`config.mk`:
```
export PLATFORM = sky130hd
export DESIGN_NAME = lcdfs_top
export DESIGN_NICKNAME = d
export VERILOG_FILES = /design/src/hw/lcdfs_pkg.sv /design/src/hw/lcdfs_cnt.sv /design/src/hw/lcdfs_sync2.sv /design/src/hw/lcdfs_top.sv
export SDC_FILE = /design/constraint.sdc
export NUM_CORES = 1
export LEC_CHECK = 0
export BUFFER_PORTS_ARGS = -buffer_cell sky130_fd_sc_hd__buf_2
export CELL_PAD_IN_SITES_DETAIL_PLACEMENT = 1
export CELL_PAD_IN_SITES_GLOBAL_PLACEMENT = 1
export CORE_MARGIN = 2
export CORE_UTILIZATION = 49
export CTS_CLUSTER_DIAMETER = 30
export DETAILED_ROUTE_END_ITERATION = 8
export PLACE_DENSITY = 0.91
export RECOVER_POWER = 100
export SYNTH_ARGS = -nofsm -noshare
export SYNTH_HDL_FRONTEND = slang
export SYNTH_SLANG_ARGS = --single-unit
```
`constraint.sdc`:
```
create_clock -name CLK -period 5.1 [get_ports CLK]
set_input_delay 0.51 -clock CLK [delete_from_list [all_inputs] [get_ports CLK]]
set_output_delay 0.51 -clock CLK [all_outputs]
set_load 0.03 [all_outputs]
```
`src/hw/lcdfs_pkg.sv`:
```
package lcdfs_pkg;
   // Register byte offsets
   localparam logic [7:0] A_CTRL    = 8'h10;
   localparam logic [7:0] A_STAT    = 8'h14;
   localparam logic [7:0] A_HEXT    = 8'h20;
   localparam logic [7:0] A_VTOT    = 8'h30;
   localparam logic [7:0] A_VDSP    = 8'h34;
   localparam logic [7:0] A_FSYNC   = 8'h3C;
   localparam logic [7:0] A_MSTART  = 8'h40;
   localparam logic [7:0] A_MSTRIDE = 8'h44;
   localparam logic [7:0] A_OSTART  = 8'h50;
   localparam logic [7:0] A_OSTRIDE = 8'h54;
   localparam logic [7:0] A_XB      = 8'h58;
   localparam logic [7:0] A_YB      = 8'h5C;
   // Field positions
   localparam int FLD_LO      = 0;
   localparam int FLD_HI      = 16;
   localparam int FS_POL_B    = 23;
   localparam int FS_WID_LO   = 16;
   localparam int CTRL_OVEN_B = 19;
   localparam int CTRL_BPP_LO = 0;
   localparam int CTRL_ROT_LO = 4;
   localparam int STAT_PEND_B = 31;
   localparam int STAT_END_B  = 30;
   // Reset values
   localparam logic [31:0] REG_RESET  = 32'h0000_0000;
   localparam logic        FSYNC_IDLE = 1'b1;
   // Timing
   localparam int CLK_NS       = 10;
   localparam int WORD_NS      = 40;
   localparam int TICK_CYC     = (WORD_NS + CLK_NS - 1) / CLK_NS;
   localparam int STRAP_SETTLE = 3;
   // Bus answers
   localparam logic [1:0] RESP_OKAY   = 2'h0;
   localparam logic [1:0] RESP_SLVERR = 2'h2;
endpackage

```
`src/hw/lcdfs_cnt.sv`:
```
`timescale 1ns/1ps
module lcdfs_cnt (
   input  wire logic       clk,
   input  wire logic       rstn,
   input  wire logic       en,
   input  wire logic [9:0] limit,
   output wire logic [9:0] count,
   output wire logic       last
);
   typedef struct packed {
      logic [9:0] cnt;
   } lcdfs_cnt_t;

   lcdfs_cnt_t st_reg;
   lcdfs_cnt_t st_next;

   // Limit lowered below count wraps to zero on the next step
   always_comb begin
      st_next = st_reg;
      if (en) begin
         st_next.cnt = (st_reg.cnt >= limit) ? 10'h000 : st_reg.cnt + 10'h001;
      end
   end

   always_ff @(posedge clk or negedge rstn) begin
      if (!rstn) begin
         st_reg <= '0;
      end else begin
         st_reg <= st_next;
      end
   end

   assign count = st_reg.cnt;
   assign last  = (st_reg.cnt >= limit);
endmodule

```
`src/hw/lcdfs_sync2.sv`:
```
`timescale 1ns/1ps
module lcdfs_sync2 (
   input  wire logic clk,
   input  wire logic rstn,
   input  wire logic din,
   output wire logic dout
);
   typedef struct packed {
      logic s1;
      logic s2;
   } lcdfs_sync_t;

   lcdfs_sync_t st_reg;
   lcdfs_sync_t st_next;

   // First stage feeds only the second
   always_comb begin
      st_next.s1 = din;
      st_next.s2 = st_reg.s1;
   end

   always_ff @(posedge clk or negedge rstn) begin
      if (!rstn) begin
         st_reg <= '0;
      end else begin
         st_reg <= st_next;
      end
   end

   assign dout = st_reg.s2;
endmodule

```
`src/hw/lcdfs_top.sv`:
```
`timescale 1ns/1ps
// Notes on behaviour
// [RULE_01] Sync active low at 0, high at 1
// [RULE_02] Software sets polarity 1 for passive panels
// [RULE_03] Sync lasts width field plus one lines
// [RULE_04] Sync starts at the programmed line number
// [RULE_05] Software sets start zero for passive panels
// [RULE_06] Main start is a word index
// [RULE_07] Main address steps by stride each line
// [RULE_08] Software derives stride from width and depth
// [RULE_09] Larger stride gives a viewport into memory
// [RULE_10] Overlay start is a word index
// [RULE_11] Overlay ignored unless its enable is set
// [RULE_12] Overlay address steps by its stride
// [RULE_13] Bounds apply after Y write, next blanking
// [RULE_14] X end sits in bits 25-16
// [RULE_15] X start sits in bits 9-0
// [RULE_16] Unrotated X unit is one word
// [RULE_17] Rotated X unit is one line
// [RULE_18] Width limit 1024, unreachable bits ignored
// [RULE_19] Y end 25-16, start 9-0, lines; when rotated the code counts Y bounds in words
// [RULE_20] Byte lane of Y write arms update
// [RULE_21] Overlay pixels inside bounds, main outside
// [RULE_22] Shadow bounds load on deferred update
module lcdfs_top (
   input  wire logic        CLK,
   input  wire logic        RSTN,
   input  wire logic        ENDIAN_STRAP,
   input  wire logic [7:0]  AWADDR,
   input  wire logic        AWVALID,
   output wire logic        AWREADY,
   input  wire logic [31:0] WDATA,
   input  wire logic [3:0]  WSTRB,
   input  wire logic        WVALID,
   output wire logic        WREADY,
   output wire logic [1:0]  BRESP,
   output wire logic        BVALID,
   input  wire logic        BREADY,
   input  wire logic [7:0]  ARADDR,
   input  wire logic        ARVALID,
   output wire logic        ARREADY,
   output wire logic [31:0] RDATA,
   output wire logic [1:0]  RRESP,
   output wire logic        RVALID,
   input  wire logic        RREADY,
   output wire logic        FRAME_SYNC_OUT,
   output wire logic [16:0] FETCH_ADDR,
   output wire logic        FETCH_VALID,
   output wire logic        OVERLAY_SEL
);
   typedef struct packed {
      logic        awready;
      logic        wready;
      logic        arready;
      logic        aw_have;
      logic [7:0]  aw_addr;
      logic        w_have;
      logic [31:0] w_data;
      logic [3:0]  w_strb;
      logic        bvalid;
      logic [1:0]  bresp;
      logic        rvalid;
      logic [31:0] rdata;
      logic [1:0]  rresp;
      logic [9:0]  h_tot;
      logic [9:0]  h_dsp;
      logic [9:0]  v_tot;
      logic [9:0]  v_dsp;
      logic        ov_en;
      logic [2:0]  bpp;
      logic [1:0]  rot;
      logic        fs_pol;
      logic [2:0]  fs_wid;
      logic [9:0]  fs_start;
      logic [16:0] m_start;
      logic [9:0]  m_stride;
      logic [16:0] o_start;
      logic [9:0]  o_stride;
      logic [9:0]  xs;
      logic [9:0]  xe;
      logic [9:0]  ys;
      logic [9:0]  ye;
      logic [9:0]  axs;
      logic [9:0]  axe;
      logic [9:0]  ays;
      logic [9:0]  aye;
      logic        pend;
      logic        big_end;
      logic [1:0]  strap_cnt;
      logic [7:0]  div;
      logic [16:0] line_base;
      logic [16:0] ov_base;
      logic        fs_out;
      logic [16:0] fetch;
      logic        fvalid;
      logic        ov_sel;
   } lcdfs_st_t;

   lcdfs_st_t   st_reg;
   lcdfs_st_t   st_next;
   logic        strap_sync;
   logic [9:0]  h_cnt;
   logic [9:0]  v_cnt;
   logic        h_last;
   logic        v_last;
   logic        tick;
   logic        vnd;
   logic        disp;
   logic        rotd;
   logic [9:0]  x_mask;
   logic [9:0]  col_pos;
   logic [9:0]  row_pos;
   logic        in_x;
   logic        in_y;
   logic        ov_hit;
   logic [9:0]  ov_off;
   logic [9:0]  fs_diff;
   logic        fs_act;
   logic        wr_do;
   logic        trig;
   logic [31:0] wv;

   function automatic logic mapped(input logic [7:0] a);
      case (a)
         lcdfs_pkg::A_CTRL, lcdfs_pkg::A_STAT, lcdfs_pkg::A_HEXT,
         lcdfs_pkg::A_VTOT, lcdfs_pkg::A_VDSP, lcdfs_pkg::A_FSYNC,
         lcdfs_pkg::A_MSTART, lcdfs_pkg::A_MSTRIDE, lcdfs_pkg::A_OSTART,
         lcdfs_pkg::A_OSTRIDE, lcdfs_pkg::A_XB, lcdfs_pkg::A_YB: mapped = 1'b1;
         default: mapped = 1'b0;
      endcase
   endfunction

   function automatic logic [31:0] rd_word(input lcdfs_st_t s, input logic [7:0] a,
                                           input logic [9:0] hc, input logic [9:0] vc);
      logic [31:0] r;
      r = '0;
      case (a)
         lcdfs_pkg::A_CTRL: begin
            r[lcdfs_pkg::CTRL_OVEN_B]       = s.ov_en;
            r[lcdfs_pkg::CTRL_BPP_LO +: 3]  = s.bpp;
            r[lcdfs_pkg::CTRL_ROT_LO +: 2]  = s.rot;
         end
         lcdfs_pkg::A_STAT: begin
            r[lcdfs_pkg::FLD_LO +: 10]      = hc;
            r[lcdfs_pkg::FLD_HI +: 10]      = vc;
            r[lcdfs_pkg::STAT_PEND_B]       = s.pend;
            r[lcdfs_pkg::STAT_END_B]        = s.big_end;
         end
         lcdfs_pkg::A_HEXT: begin
            r[lcdfs_pkg::FLD_LO +: 10]      = s.h_tot;
            r[lcdfs_pkg::FLD_HI +: 10]      = s.h_dsp;
         end
         lcdfs_pkg::A_VTOT:    r[lcdfs_pkg::FLD_LO +: 10] = s.v_tot;
         lcdfs_pkg::A_VDSP:    r[lcdfs_pkg::FLD_LO +: 10] = s.v_dsp;
         lcdfs_pkg::A_FSYNC: begin
            r[lcdfs_pkg::FS_POL_B]          = s.fs_pol;
            r[lcdfs_pkg::FS_WID_LO +: 3]    = s.fs_wid;
            r[lcdfs_pkg::FLD_LO +: 10]      = s.fs_start;
         end
         lcdfs_pkg::A_MSTART:  r[lcdfs_pkg::FLD_LO +: 17] = s.m_start;
         lcdfs_pkg::A_MSTRIDE: r[lcdfs_pkg::FLD_LO +: 10] = s.m_stride;
         lcdfs_pkg::A_OSTART:  r[lcdfs_pkg::FLD_LO +: 17] = s.o_start;
         lcdfs_pkg::A_OSTRIDE: r[lcdfs_pkg::FLD_LO +: 10] = s.o_stride;
         lcdfs_pkg::A_XB: begin
            r[lcdfs_pkg::FLD_LO +: 10]      = s.xs;
            r[lcdfs_pkg::FLD_HI +: 10]      = s.xe;
         end
         lcdfs_pkg::A_YB: begin
            r[lcdfs_pkg::FLD_LO +: 10]      = s.ys;
            r[lcdfs_pkg::FLD_HI +: 10]      = s.ye;
         end
         default: r = '0;
      endcase
      return r;
   endfunction

   function automatic logic [31:0] merge(input logic [31:0] o, input logic [31:0] d,
                                         input logic [3:0] s);
      logic [31:0] m;
      m = o;
      for (int i = 0; i < 4; i++) begin
         if (s[i]) begin
            m[8*i +: 8] = d[8*i +: 8];
         end
      end
      return m;
   endfunction

   // Strap comes from a pin, so it is synchronised
   lcdfs_sync2 u_strap (
      .clk  (CLK),
      .rstn (RSTN),
      .din  (ENDIAN_STRAP),
      .dout (strap_sync)
   );

   lcdfs_cnt u_hcnt (
      .clk   (CLK),
      .rstn  (RSTN),
      .en    (tick),
      .limit (st_reg.h_tot),
      .count (h_cnt),
      .last  (h_last)
   );

   lcdfs_cnt u_vcnt (
      .clk   (CLK),
      .rstn  (RSTN),
      .en    (tick && h_last),
      .limit (st_reg.v_tot),
      .count (v_cnt),
      .last  (v_last)
   );

   assign tick    = (st_reg.div == 8'(lcdfs_pkg::TICK_CYC - 1));
   assign vnd     = (v_cnt > st_reg.v_dsp);
   assign disp    = (h_cnt <= st_reg.h_dsp) && !vnd;
   assign rotd    = st_reg.rot[0];
   assign x_mask  = 10'h3FF >> (3'h5 - st_reg.bpp);                            // RULE_18
   assign col_pos = rotd ? v_cnt : h_cnt;                                      // RULE_17
   assign row_pos = rotd ? h_cnt : v_cnt;
   assign in_x    = rotd ? (col_pos >= st_reg.axs && col_pos <= st_reg.axe)
                         : (col_pos >= (st_reg.axs & x_mask)                   // RULE_16
                            && col_pos <= (st_reg.axe & x_mask));
   assign in_y    = (row_pos >= st_reg.ays) && (row_pos <= st_reg.aye);        // RULE_19
   assign ov_hit  = st_reg.ov_en && in_x && in_y;                              // RULE_11
   assign ov_off  = rotd ? h_cnt - st_reg.ays : h_cnt - (st_reg.axs & x_mask);
   assign fs_diff = v_cnt - st_reg.fs_start;
   assign fs_act  = (v_cnt >= st_reg.fs_start)                                 // RULE_04
                    && (fs_diff <= {7'h00, st_reg.fs_wid});                    // RULE_03
   assign wr_do   = st_reg.aw_have && st_reg.w_have && !st_reg.bvalid;
   assign trig    = wr_do && (st_reg.aw_addr == lcdfs_pkg::A_YB)
                    && (st_reg.big_end ? st_reg.w_strb[0] : st_reg.w_strb[3]); // RULE_20
   assign wv      = merge(rd_word(st_reg, st_reg.aw_addr, h_cnt, v_cnt),
                          st_reg.w_data, st_reg.w_strb);

   always_comb begin
      st_next = st_reg;
      // Write address and data are taken in either order
      if (AWVALID && st_reg.awready) begin
         st_next.aw_have = 1'b1;
         st_next.aw_addr = AWADDR;
      end
      if (WVALID && st_reg.wready) begin
         st_next.w_have = 1'b1;
         st_next.w_data = WDATA;
         st_next.w_strb = WSTRB;
      end
      if (BREADY && st_reg.bvalid) begin
         st_next.bvalid = 1'b0;
      end
      if (wr_do) begin
         st_next.aw_have = 1'b0;
         st_next.w_have  = 1'b0;
         st_next.bvalid  = 1'b1;
         st_next.bresp   = mapped(st_reg.aw_addr) ? lcdfs_pkg::RESP_OKAY
                                                  : lcdfs_pkg::RESP_SLVERR;
         case (st_reg.aw_addr)
            lcdfs_pkg::A_CTRL: begin
               st_next.ov_en = wv[lcdfs_pkg::CTRL_OVEN_B];
               st_next.bpp   = wv[lcdfs_pkg::CTRL_BPP_LO +: 3];
               st_next.rot   = wv[lcdfs_pkg::CTRL_ROT_LO +: 2];
            end
            lcdfs_pkg::A_HEXT: begin
               st_next.h_tot = wv[lcdfs_pkg::FLD_LO +: 10];
               st_next.h_dsp = wv[lcdfs_pkg::FLD_HI +: 10];
            end
            lcdfs_pkg::A_VTOT: st_next.v_tot = wv[lcdfs_pkg::FLD_LO +: 10];
            lcdfs_pkg::A_VDSP: st_next.v_dsp = wv[lcdfs_pkg::FLD_LO +: 10];
            lcdfs_pkg::A_FSYNC: begin
               st_next.fs_pol   = wv[lcdfs_pkg::FS_POL_B];
               st_next.fs_wid   = wv[lcdfs_pkg::FS_WID_LO +: 3];
               st_next.fs_start = wv[lcdfs_pkg::FLD_LO +: 10];
            end
            lcdfs_pkg::A_MSTART:  st_next.m_start  = wv[lcdfs_pkg::FLD_LO +: 17]; // RULE_06
            lcdfs_pkg::A_MSTRIDE: st_next.m_stride = wv[lcdfs_pkg::FLD_LO +: 10];
            lcdfs_pkg::A_OSTART:  st_next.o_start  = wv[lcdfs_pkg::FLD_LO +: 17]; // RULE_10
            lcdfs_pkg::A_OSTRIDE: st_next.o_stride = wv[lcdfs_pkg::FLD_LO +: 10];
            lcdfs_pkg::A_XB: begin
               st_next.xs = wv[lcdfs_pkg::FLD_LO +: 10];                   // RULE_15
               st_next.xe = wv[lcdfs_pkg::FLD_HI +: 10];                   // RULE_14
            end
            lcdfs_pkg::A_YB: begin
               st_next.ys = wv[lcdfs_pkg::FLD_LO +: 10];                   // RULE_19
               st_next.ye = wv[lcdfs_pkg::FLD_HI +: 10];
            end
            default: st_next.bvalid = 1'b1;
         endcase
      end
      // Read answer is registered one cycle after acceptance
      if (RREADY && st_reg.rvalid) begin
         st_next.rvalid = 1'b0;
      end
      if (ARVALID && st_reg.arready) begin
         st_next.rvalid = 1'b1;
         st_next.rdata  = rd_word(st_reg, ARADDR, h_cnt, v_cnt);
         st_next.rresp  = mapped(ARADDR) ? lcdfs_pkg::RESP_OKAY : lcdfs_pkg::RESP_SLVERR;
      end
      st_next.awready = !st_next.aw_have && !st_next.bvalid;
      st_next.wready  = !st_next.w_have && !st_next.bvalid;
      st_next.arready = !st_next.rvalid;
      // Strap caught once the synchroniser has settled
      if (st_reg.strap_cnt != 2'(lcdfs_pkg::STRAP_SETTLE)) begin
         st_next.strap_cnt = st_reg.strap_cnt + 2'h1;
         if (st_reg.strap_cnt == 2'(lcdfs_pkg::STRAP_SETTLE - 1)) begin
            st_next.big_end = strap_sync;
         end
      end
      st_next.div = tick ? 8'h00 : st_reg.div + 8'h01;
      // Shadow load in blanking; a new trigger wins over the clear
      if (st_reg.pend && vnd) begin                                        // RULE_13
         st_next.axs  = st_reg.xs;                                         // RULE_22
         st_next.axe  = st_reg.xe;
         st_next.ays  = st_reg.ys;
         st_next.aye  = st_reg.ye;
         st_next.pend = 1'b0;
      end
      if (trig) begin
         st_next.pend = 1'b1;                                              // RULE_20
      end
      // Line bases; stride beyond width just skips memory
      if (tick && h_last) begin
         if (v_last) begin
            st_next.line_base = st_reg.m_start;                            // RULE_06
            st_next.ov_base   = st_reg.o_start;                            // RULE_10
         end else begin
            st_next.line_base = st_reg.line_base + 17'(st_reg.m_stride);   // RULE_09
            if (st_reg.ov_en && in_y) begin
               st_next.ov_base = st_reg.ov_base + 17'(st_reg.o_stride);    // RULE_12
            end
         end
      end
      st_next.fs_out = st_reg.fs_pol ? fs_act : !fs_act;                   // RULE_01
      st_next.fvalid = disp && tick;
      st_next.ov_sel = disp && ov_hit;                                     // RULE_21
      st_next.fetch  = ov_hit ? st_reg.ov_base + 17'(ov_off)
                              : st_reg.line_base + 17'(h_cnt);             // RULE_07
   end

   always_ff @(posedge CLK or negedge RSTN) begin
      if (!RSTN) begin
         st_reg        <= '0;
         st_reg.fs_out <= lcdfs_pkg::FSYNC_IDLE;
      end else begin
         st_reg <= st_next;
      end
   end

   assign AWREADY        = st_reg.awready;
   assign WREADY         = st_reg.wready;
   assign BVALID         = st_reg.bvalid;
   assign BRESP          = st_reg.bresp;
   assign ARREADY        = st_reg.arready;
   assign RVALID         = st_reg.rvalid;
   assign RDATA          = st_reg.rdata;
   assign RRESP          = st_reg.rresp;
   assign FRAME_SYNC_OUT = st_reg.fs_out;
   assign FETCH_ADDR     = st_reg.fetch;
   assign FETCH_VALID    = st_reg.fvalid;
   assign OVERLAY_SEL    = st_reg.ov_sel;

   sync_pol_a: assert property (@(posedge CLK) disable iff (!RSTN) // RULE_01
      (v_cnt == st_reg.fs_start) |=> FRAME_SYNC_OUT == $past(st_reg.fs_pol))
      else $error("frame sync polarity wrong");

   sync_width_a: assert property (@(posedge CLK) disable iff (!RSTN) // RULE_03
      (fs_act && fs_diff == {7'h00, st_reg.fs_wid} && tick && h_last && !v_last && !wr_do)
      |=> !fs_act)
      else $error("frame sync longer than width plus one");

   sync_start_a: assert property (@(posedge CLK) disable iff (!RSTN) // RULE_04
      (v_cnt == st_reg.fs_start) |-> fs_act)
      else $error("frame sync missing at start line");

   main_reload_a: assert property (@(posedge CLK) disable iff (!RSTN) // RULE_06
      (tick && h_last && v_last) |=> st_reg.line_base == $past(st_reg.m_start))
      else $error("main base not reloaded at frame end");

   main_step_a: assert property (@(posedge CLK) disable iff (!RSTN) // RULE_07
      (tick && h_last && !v_last)
      |=> st_reg.line_base == $past(st_reg.line_base) + 17'($past(st_reg.m_stride)))
      else $error("main base did not step by stride");

   ov_gate_a: assert property (@(posedge CLK) disable iff (!RSTN) // RULE_11
      !st_reg.ov_en |=> !OVERLAY_SEL)
      else $error("overlay selected while disabled");

   bound_defer_a: assert property (@(posedge CLK) disable iff (!RSTN) // RULE_13
      !$stable(st_reg.axs) |-> $past(vnd && st_reg.pend))
      else $error("bounds changed outside deferred update");

   lane_trig_a: assert property (@(posedge CLK) disable iff (!RSTN) // RULE_20
      trig |=> st_reg.pend)
      else $error("Y write on trigger lane did not arm");

   lane_skip_a: assert property (@(posedge CLK) disable iff (!RSTN) // RULE_20
      (wr_do && st_reg.aw_addr == lcdfs_pkg::A_YB && !trig && !st_reg.pend)
      |=> !st_reg.pend)
      else $error("Y write on other lane armed update");

   bad_addr_a: assert property (@(posedge CLK) disable iff (!RSTN)
      (wr_do && !mapped(st_reg.aw_addr)) |=> BVALID && BRESP == lcdfs_pkg::RESP_SLVERR)
      else $error("unmapped write not refused");
endmodule
```
==> results of run 1 <==
==> worst paths after layout <==
path | endpoint | from | depth (start not counted)
worst max-delay path | st_reg[210] | st_reg[337] | 6
worst min-delay path | st_reg[327] | WDATA[25] | 2
worst max register to register | st_reg[210] | st_reg[337] | 6
worst min register to register | u_strap.dout | u_strap.st_next[0] | 0
max in group asynchronous | st_reg[123] | RSTN | 3
min in group asynchronous | st_reg[170] | RSTN | 2
==> cell families after synthesis <==
logic type      after synthesis  synth area share, %
compound gates              544                 16.0
simple gates                598                 12.7
xor+xnor                     70                 2.71
other cells                   1               0.0166
fa+ha+maj                   170                 9.59
flops                       357                 39.5
buf+inv                     284                 5.98
mux                         274                 13.5
==> repair_timing <==
item | 4_1_cts | 5_1_grt
setup endpoints to repair | 0 | 0
hold buffers | 2 | 0
endpoints found under the hold margin | 90 | 0
==> cell type report <==
class / instances / area (um2)
Clock buffer: 126 / 2600
Antenna cell: 5 / 12.5
Multi-Input combinational cell: 1662 / 12300
Timing Repair Buffer: 149 / 756
Inverter: 123 / 462
Fill cell: 4966 / 19200
Clock inverter: 43 / 489
Tap cell: 600 / 751
Sequential cell: 357 / 8930
==> report_power, final <==
group          leakage, nW  switching [mW]  internal [mW]
Sequential            4.82           0.834           3.30
Combinational         5.69            2.31           1.13
Clock                 1.50            1.91           3.95
==> per-stage QoR <==
step | TNS, ps | setup WS (ps)
5_1_grt | 0 | 84.0
3_3_place_gp | 0 | 910
6_report | -39.8 | -13.2
2_1_floorplan | 0 | 1140
4_1_cts | 0 | 413
3_5_place_dp | 0 | 679
==> per-layer routing <==
layer  up-vias  track usage [%]  part of all wire [%]  routed length, um
met4        12             27.6                   7.6               7490
li1       8505                -                     -                  -
met1     10607             48.1                    36              35400
met3       562             13.2                    12              11300
met2      1568             63.7                    45              43700
met5         -                0                 0.079                 77
==> Yosys cell counts (10+ instances only) <==
| library cell | count |
|---|---|
| a21oi_1 | 100 |
| nor2b_1 | 25 |
| o22ai_1 | 10 |
| dfrtp_1 | 356 |
| buf_2 | 30 |
| nand2b_1 | 15 |
| nand4_1 | 23 |
| o21ai_0 | 170 |
| or2_2 | 12 |
| a31oi_1 | 21 |
| xnor2_1 | 39 |
| a22oi_1 | 37 |
| buf_4 | 59 |
| ha_1 | 164 |
| xor2_1 | 31 |
| nor3_1 | 21 |
| a221oi_1 | 17 |
| a21o_1 | 27 |
| mux2i_1 | 55 |
| mux2_2 | 213 |
| nand2_1 | 238 |
| and2_1 | 22 |
| or3_1 | 10 |
| clkbuf_1 | 65 |
| nor2_1 | 118 |
| and3_1 | 16 |
| nand3_1 | 57 |
| inv_1 | 122 |
| a222oi_1 | 28 |
==> critical path, stage by stage (launching register included) <==
cell       delay (ps)
dfrtp_1           940
nor4_1           1420
nand2_1           270
nor2_2           1000
a2111oi_0         350
a21oi_1           650
mux2_1            380
==> reports/qor.csv, run 1 <==
stage,metric,value,unit
run_status,status,"finished, violations left",
run_status,failing checks,"capacitance limit, slew limit, setup timing",
sta,final period utilization,100,%
setup_path,CP startpoint kind,flop,
setup_path,crit path capture type,flop,
logic_synthesis,Mapped Area,22600,um2
run,Max Cap Viol,8,
worst_hold_path,worst min-delay path class,in -> reg,
sta,setup violators final,4,
finish,Finished Layout Cells,3065,
logic_synthesis,"area leader, netlist",dfrtp_1,
floorplanning,Die Footprint,47900,um2
route,DRC,0,
sta,Clock Skew,45.1,ps
sta,final hold violation count,0,
clocking,CTS tree,built,
logic_synthesis,post-synthesis register bit count,357,
finish,post-route cell area,26300,um2
clocking,H-tree levels,3,
route,ANT nets after route,0,
route,Vias,21254,
setup_path,Worst Path Max Fanout,23,
setup_path,crit path kind,reg -> reg,
sta,hold_ws,92.0,ps
sta,min cycle time layout,5110,ps
logic_synthesis,mean post-synth cell area,9.85,um2
clocking,post-CTS setup buffers,0,
floorplanning,die width,219,um
place,Final HPWL DP,63700,um
logic_synthesis,Synth warnings,0,
logic_synthesis,Post-synth EDFFs,0,
finish,Area Overhead vs Synth,16.1,%
logic_synthesis,"Seq/Total Area, Yosys",39.5,%
floorplanning,core region area,45500,um2
finish,NumNets Final,2615,
grt,Global Route Usage Sum,40.9,%
power,Leakage,12.0,nW
power,power density cells,510,nW/um2
clocking,CTS sink count,357,
finish,share of cells above drive strength 1,18.7,%
clocking,Num CTS Buffers,92,
clocking,cells resized by post-CTS repair,0,
logic_synthesis,Mapped Cells,2298,
clocking,worst skew pair latency,660,ps
place,cell count after placement,2889,
setup_path,required time worst endpoint,5660,ps
route,drt wl/cell,32.0,um
setup_path,Reg2Reg Setup Slack,-10,ps
sta,setup ws final,-13.2,ps
logic_synthesis,library cells used by synthesis,99,
logic_synthesis,Post-synth ARST share,100,%
place,area post-placement,23400,um2
grt,vias in the first global route,22577,
grt,first-pass GRT wire length,144000,um
route,vias per cell,6.93,
place,IO Port Bufs,108,
floorplanning,number of core rows,78,
finish,"commonest non-fill, non-tap cell in the layout",dfrtp_1,
floorplanning,Die Span Y,219,um
route,initial DRC count,2629,
grt,initial antenna violation count,16,
finish,most frequent cells in the layout,"dfrtp_1 (356), nand2_1 (238), mux2_2 (199)",
clocking,CTS max path bufs,3,
logic_synthesis,area share of the largest cell type after synthesis,39.3,%
sta,Worst-Margin Slew,2370,ps
sta,unrepaired setup endpoints after global routing,false,
floorplanning,num ports,121,
setup_path,crit path DAT,5670,ps
place,placer congestion estimate,1.00,
route,WL final,98000,um
logic_synthesis,synth top area cells,"dfrtp_1 (39%), mux2_2 (11%), ha_1 (9.1%)",
power,Tot Pwr,13.4,mW
grt,largest net degree at the start of global routing,149,
floorplanning,Initial Util,49.8,%
sta,Max Freq,0.196,GHz
grt,grt ovf,0,
finish,Largest register FFs,279,
sta,Slew Limit Fails,349,
clocking,Root Driver,clkbuf_16,
route,drt pass-1 iters,6,
clocking,"Clk pin slew, worst setup/hold paths",50,ps
finish,Post-Route Utilization,57.8,%
logic_synthesis,prevailing post-synth register cell,dfrtp_1,
sta,Max-slew headroom,-58.1,%
power,VDD IR-drop max,0.555,mV
No activity file was read; power rests on OpenSTA's default activity.
==> inputs of run 2 (changes only) <==
--- a/config.mk
+++ b/config.mk
@@ -6,6 +6,7 @@
 export NUM_CORES = 1
 export LEC_CHECK = 0
 export BUFFER_PORTS_ARGS = -buffer_cell sky130_fd_sc_hd__buf_2
+export CAP_MARGIN = 25
 export CELL_PAD_IN_SITES_DETAIL_PLACEMENT = 1
 export CELL_PAD_IN_SITES_GLOBAL_PLACEMENT = 1
 export CORE_MARGIN = 2
@@ -16,4 +17,5 @@
 export RECOVER_POWER = 100
 export SYNTH_ARGS = -nofsm -noshare
 export SYNTH_HDL_FRONTEND = slang
+export SYNTH_HIERARCHICAL = 1
 export SYNTH_SLANG_ARGS = --single-unit
==> reports/qor.csv, run 2 <==
stage,metric,value,unit
logic_synthesis,library cells used by synthesis,101,
sta,Max Freq,0.204,GHz
floorplanning,Die Span Y,220,um
sta,final period utilization,96.1,%
finish,NumNets Final,2662,
grt,Global Route Usage Sum,40.7,%
finish,Largest register FFs,279,
grt,first-pass GRT wire length,145000,um
grt,initial antenna violation count,8,
logic_synthesis,post-synthesis register bit count,357,
clocking,post-CTS setup buffers,0,
floorplanning,Initial Util,49.4,%
logic_synthesis,"Seq/Total Area, Yosys",39.0,%
floorplanning,die width,220,um
clocking,H-tree levels,3,
grt,grt ovf,0,
finish,"commonest non-fill, non-tap cell in the layout",dfrtp_1,
logic_synthesis,Mapped Area,22900,um2
setup_path,crit path capture type,flop,
logic_synthesis,Synth top cells by count,"dfrtp_1 (356), nand2_1 (216), mux2_2 (202)",
sta,Slew Limit Fails,375,
power,P_sw,5.82,mW
logic_synthesis,Mapped Cells,2311,
route,Vias,21272,
finish,Area Overhead vs Synth,18.6,%
sta,Worst-Margin Slew,2350,ps
clocking,Root Driver,clkbuf_16,
logic_synthesis,Synth warnings,6,
worst_hold_path,Hold Crit Start,RREADY,
logic_synthesis,"area leader, netlist",dfrtp_1,
setup_path,required time worst endpoint,5620,ps
power,VDD IR-drop max,0.416,mV
setup_path,worst setup path startpoint,u_hcnt/count[5],
route,DRC,0,
route,ANT nets after route,0,
clocking,Num CTS Buffers,92,
sta,setup violators final,0,
setup_path,crit path kind,reg -> reg,
power,Comb pwr share,28.7,%
setup_path,crit path DAT,5420,ps
sta,Clock Skew,24.0,ps
logic_synthesis,prevailing post-synth register cell,dfrtp_1,
power,Leakage,12.4,nW
route,vias per cell,6.82,
power,switch share,38.7,%
power,Seq pwr share,28.0,%
grt,vias in the first global route,22988,
clocking,worst skew pair latency,660,ps
route,drt pass-1 iters,7,
logic_synthesis,area share of the largest cell type after synthesis,38.9,%
logic_synthesis,"count leader, synth",dfrtp_1,
route,initial DRC count,2583,
logic_synthesis,synth top area cells,"dfrtp_1 (39%), mux2_2 (9.9%), ha_1 (9.0%)",
finish,Post-Route Utilization,58.6,%
logic_synthesis,mean post-synth cell area,9.91,um2
grt,largest net degree at the start of global routing,116,
clocking,CTS sink count,357,
run,Max Cap Viol,6,
clocking,"Clk pin slew, worst setup/hold paths",50,ps
setup_path,Worst Path Max Fanout,39,
run_status,failing checks,"capacitance limit, slew limit",
floorplanning,Die Footprint,48500,um2
worst_hold_path,worst min-delay path class,in -> reg,
sta,Fin Setup TNS,0,ps
clocking,CTS max path bufs,3,
sta,Max-slew headroom,-56.8,%
floorplanning,num ports,121,
logic_synthesis,Post-synth EDFFs,0,
setup_path,Worst R2R Start,u_hcnt/count[5],
finish,most frequent cells in the layout,"dfrtp_1 (356), nand2_1 (217), mux2_2 (191)",
floorplanning,number of core rows,79,
sta,min cycle time layout,4900,ps
logic_synthesis,Post-synth ARST share,100,%
setup_path,CP startpoint kind,flop,
power,power density cells,555,nW/um2
place,Final HPWL DP,65400,um
route,drt wl/cell,31.4,um
sta,final hold violation count,0,
floorplanning,core region area,46400,um2
place,IO Port Bufs,108,
power,internal power,9.23,mW
run_status,status,"finished, violations left",
finish,share of cells above drive strength 1,20.1,%
sta,unrepaired setup endpoints after global routing,false,
clocking,CTS tree,built,
route,WL final,97900,um
place,placer congestion estimate,1.01,
power,Clock power frac,43.3,%
-- run 2: changes by cell type after synthesis, sizes merged, moves of 11 or more --
cell,delta
nor2,-14
inv,+15
nand2b,+11
nand2,-21
a211oi,+17
a22oi,+11
a222oi,-15
-- run 2: cell type report --
class	count	area [um2]
Clock inverter	58	922
Timing Repair Buffer	168	896
Inverter	137	517
Sequential cell	357	8930
Multi-Input combinational cell	1676	12600
Clock buffer	113	2540
Tap cell	607	759
Antenna cell	5	12.5
Fill cell	5004	19200
-- run 2: final timing paths --
kind                       cells past startpoint             end  slack, ps
setup / recovery                               9      st_reg[29]        200
min in group asynchronous                      2  FETCH_ADDR[13]       1090
hold reg to reg                                0    u_strap/dout        380
setup reg to reg                               9      st_reg[29]        200
hold / removal                                 2          RVALID         80
max in group asynchronous                      3     st_reg[130]       1110
-- run 2: stage by stage --
stage | worst slack, ps | instance area (um2) | hold slack [ps] | std cells | total power [mW]
after global placement | 809 | 23900 | 335 | 2939 | 7.95
after CTS | 353 | 27400 | 79.5 | 3113 | 14.9
after floorplan | 1210 | 22900 | 214 | 2316 | 6.62
after detailed placement | 590 | 23900 | 340 | 2940 | 8.23
final | 200 | 27100 | 83.5 | 3121 | 15.1
after global routing | 31.4 | 27100 | 80.8 | 3116 | 15.4
-- run 2: cells by family (layout without fill, tap and decap cells) --
logic type,after synthesis,in the layout,share of synthesized area (%)
AOI/OAI and AO/OA,580,580,17.1
xor gates and xnor gates,68,68,2.60
adders and majority gates,170,170,9.49
buffers and inverters,283,476,5.82
DFF,357,357,39.0
muxes,278,278,13.5
other,1,11,0.0164
and+or+nand+nor,574,574,12.5
-- run 2: what timing repair did --
action | CTS | global route
hold endpoints to repair | 84 | 0
gates resized for setup | 0 | 1
hold buffers | 2 | 0
endpoints found under the setup margin | 0 | 1
-- run 2: layer usage --
layer	GRT usage [%]	vias to the layer above	part of all wire, %
met2	63.9	1379	45
met3	14.1	518	11
li1	-	8671	-
met5	0.909	-	0.12
met4	27.6	10	7.9
met1	46.8	10694	36
-- run 2: critical path, stage by stage (launching register included) --
cell and delay [ps]:
dfrtp_1 640, clkbuf_1 710, ha_1 290, a41oi_1 180, a2bb2oi_1 250, o21ai_0 730, nand2_1 350, inv_2 690
o21ai_2 420, mux2_1 460
-- run 2: power groups by stage --
| stage | Combinational (mW) | Clock [mW] | Sequential (mW) |
|---|---|---|---|
| after CTS | 4.26 | 6.52 | 4.15 |
| after detailed placement | 4.06 | 0 | 4.17 |
| after floorplan | 2.87 | 0 | 3.75 |
| after global placement | 3.82 | 0 | 4.13 |
| after global routing | 4.51 | 6.69 | 4.22 |
| final | 4.32 | 6.52 | 4.22 |
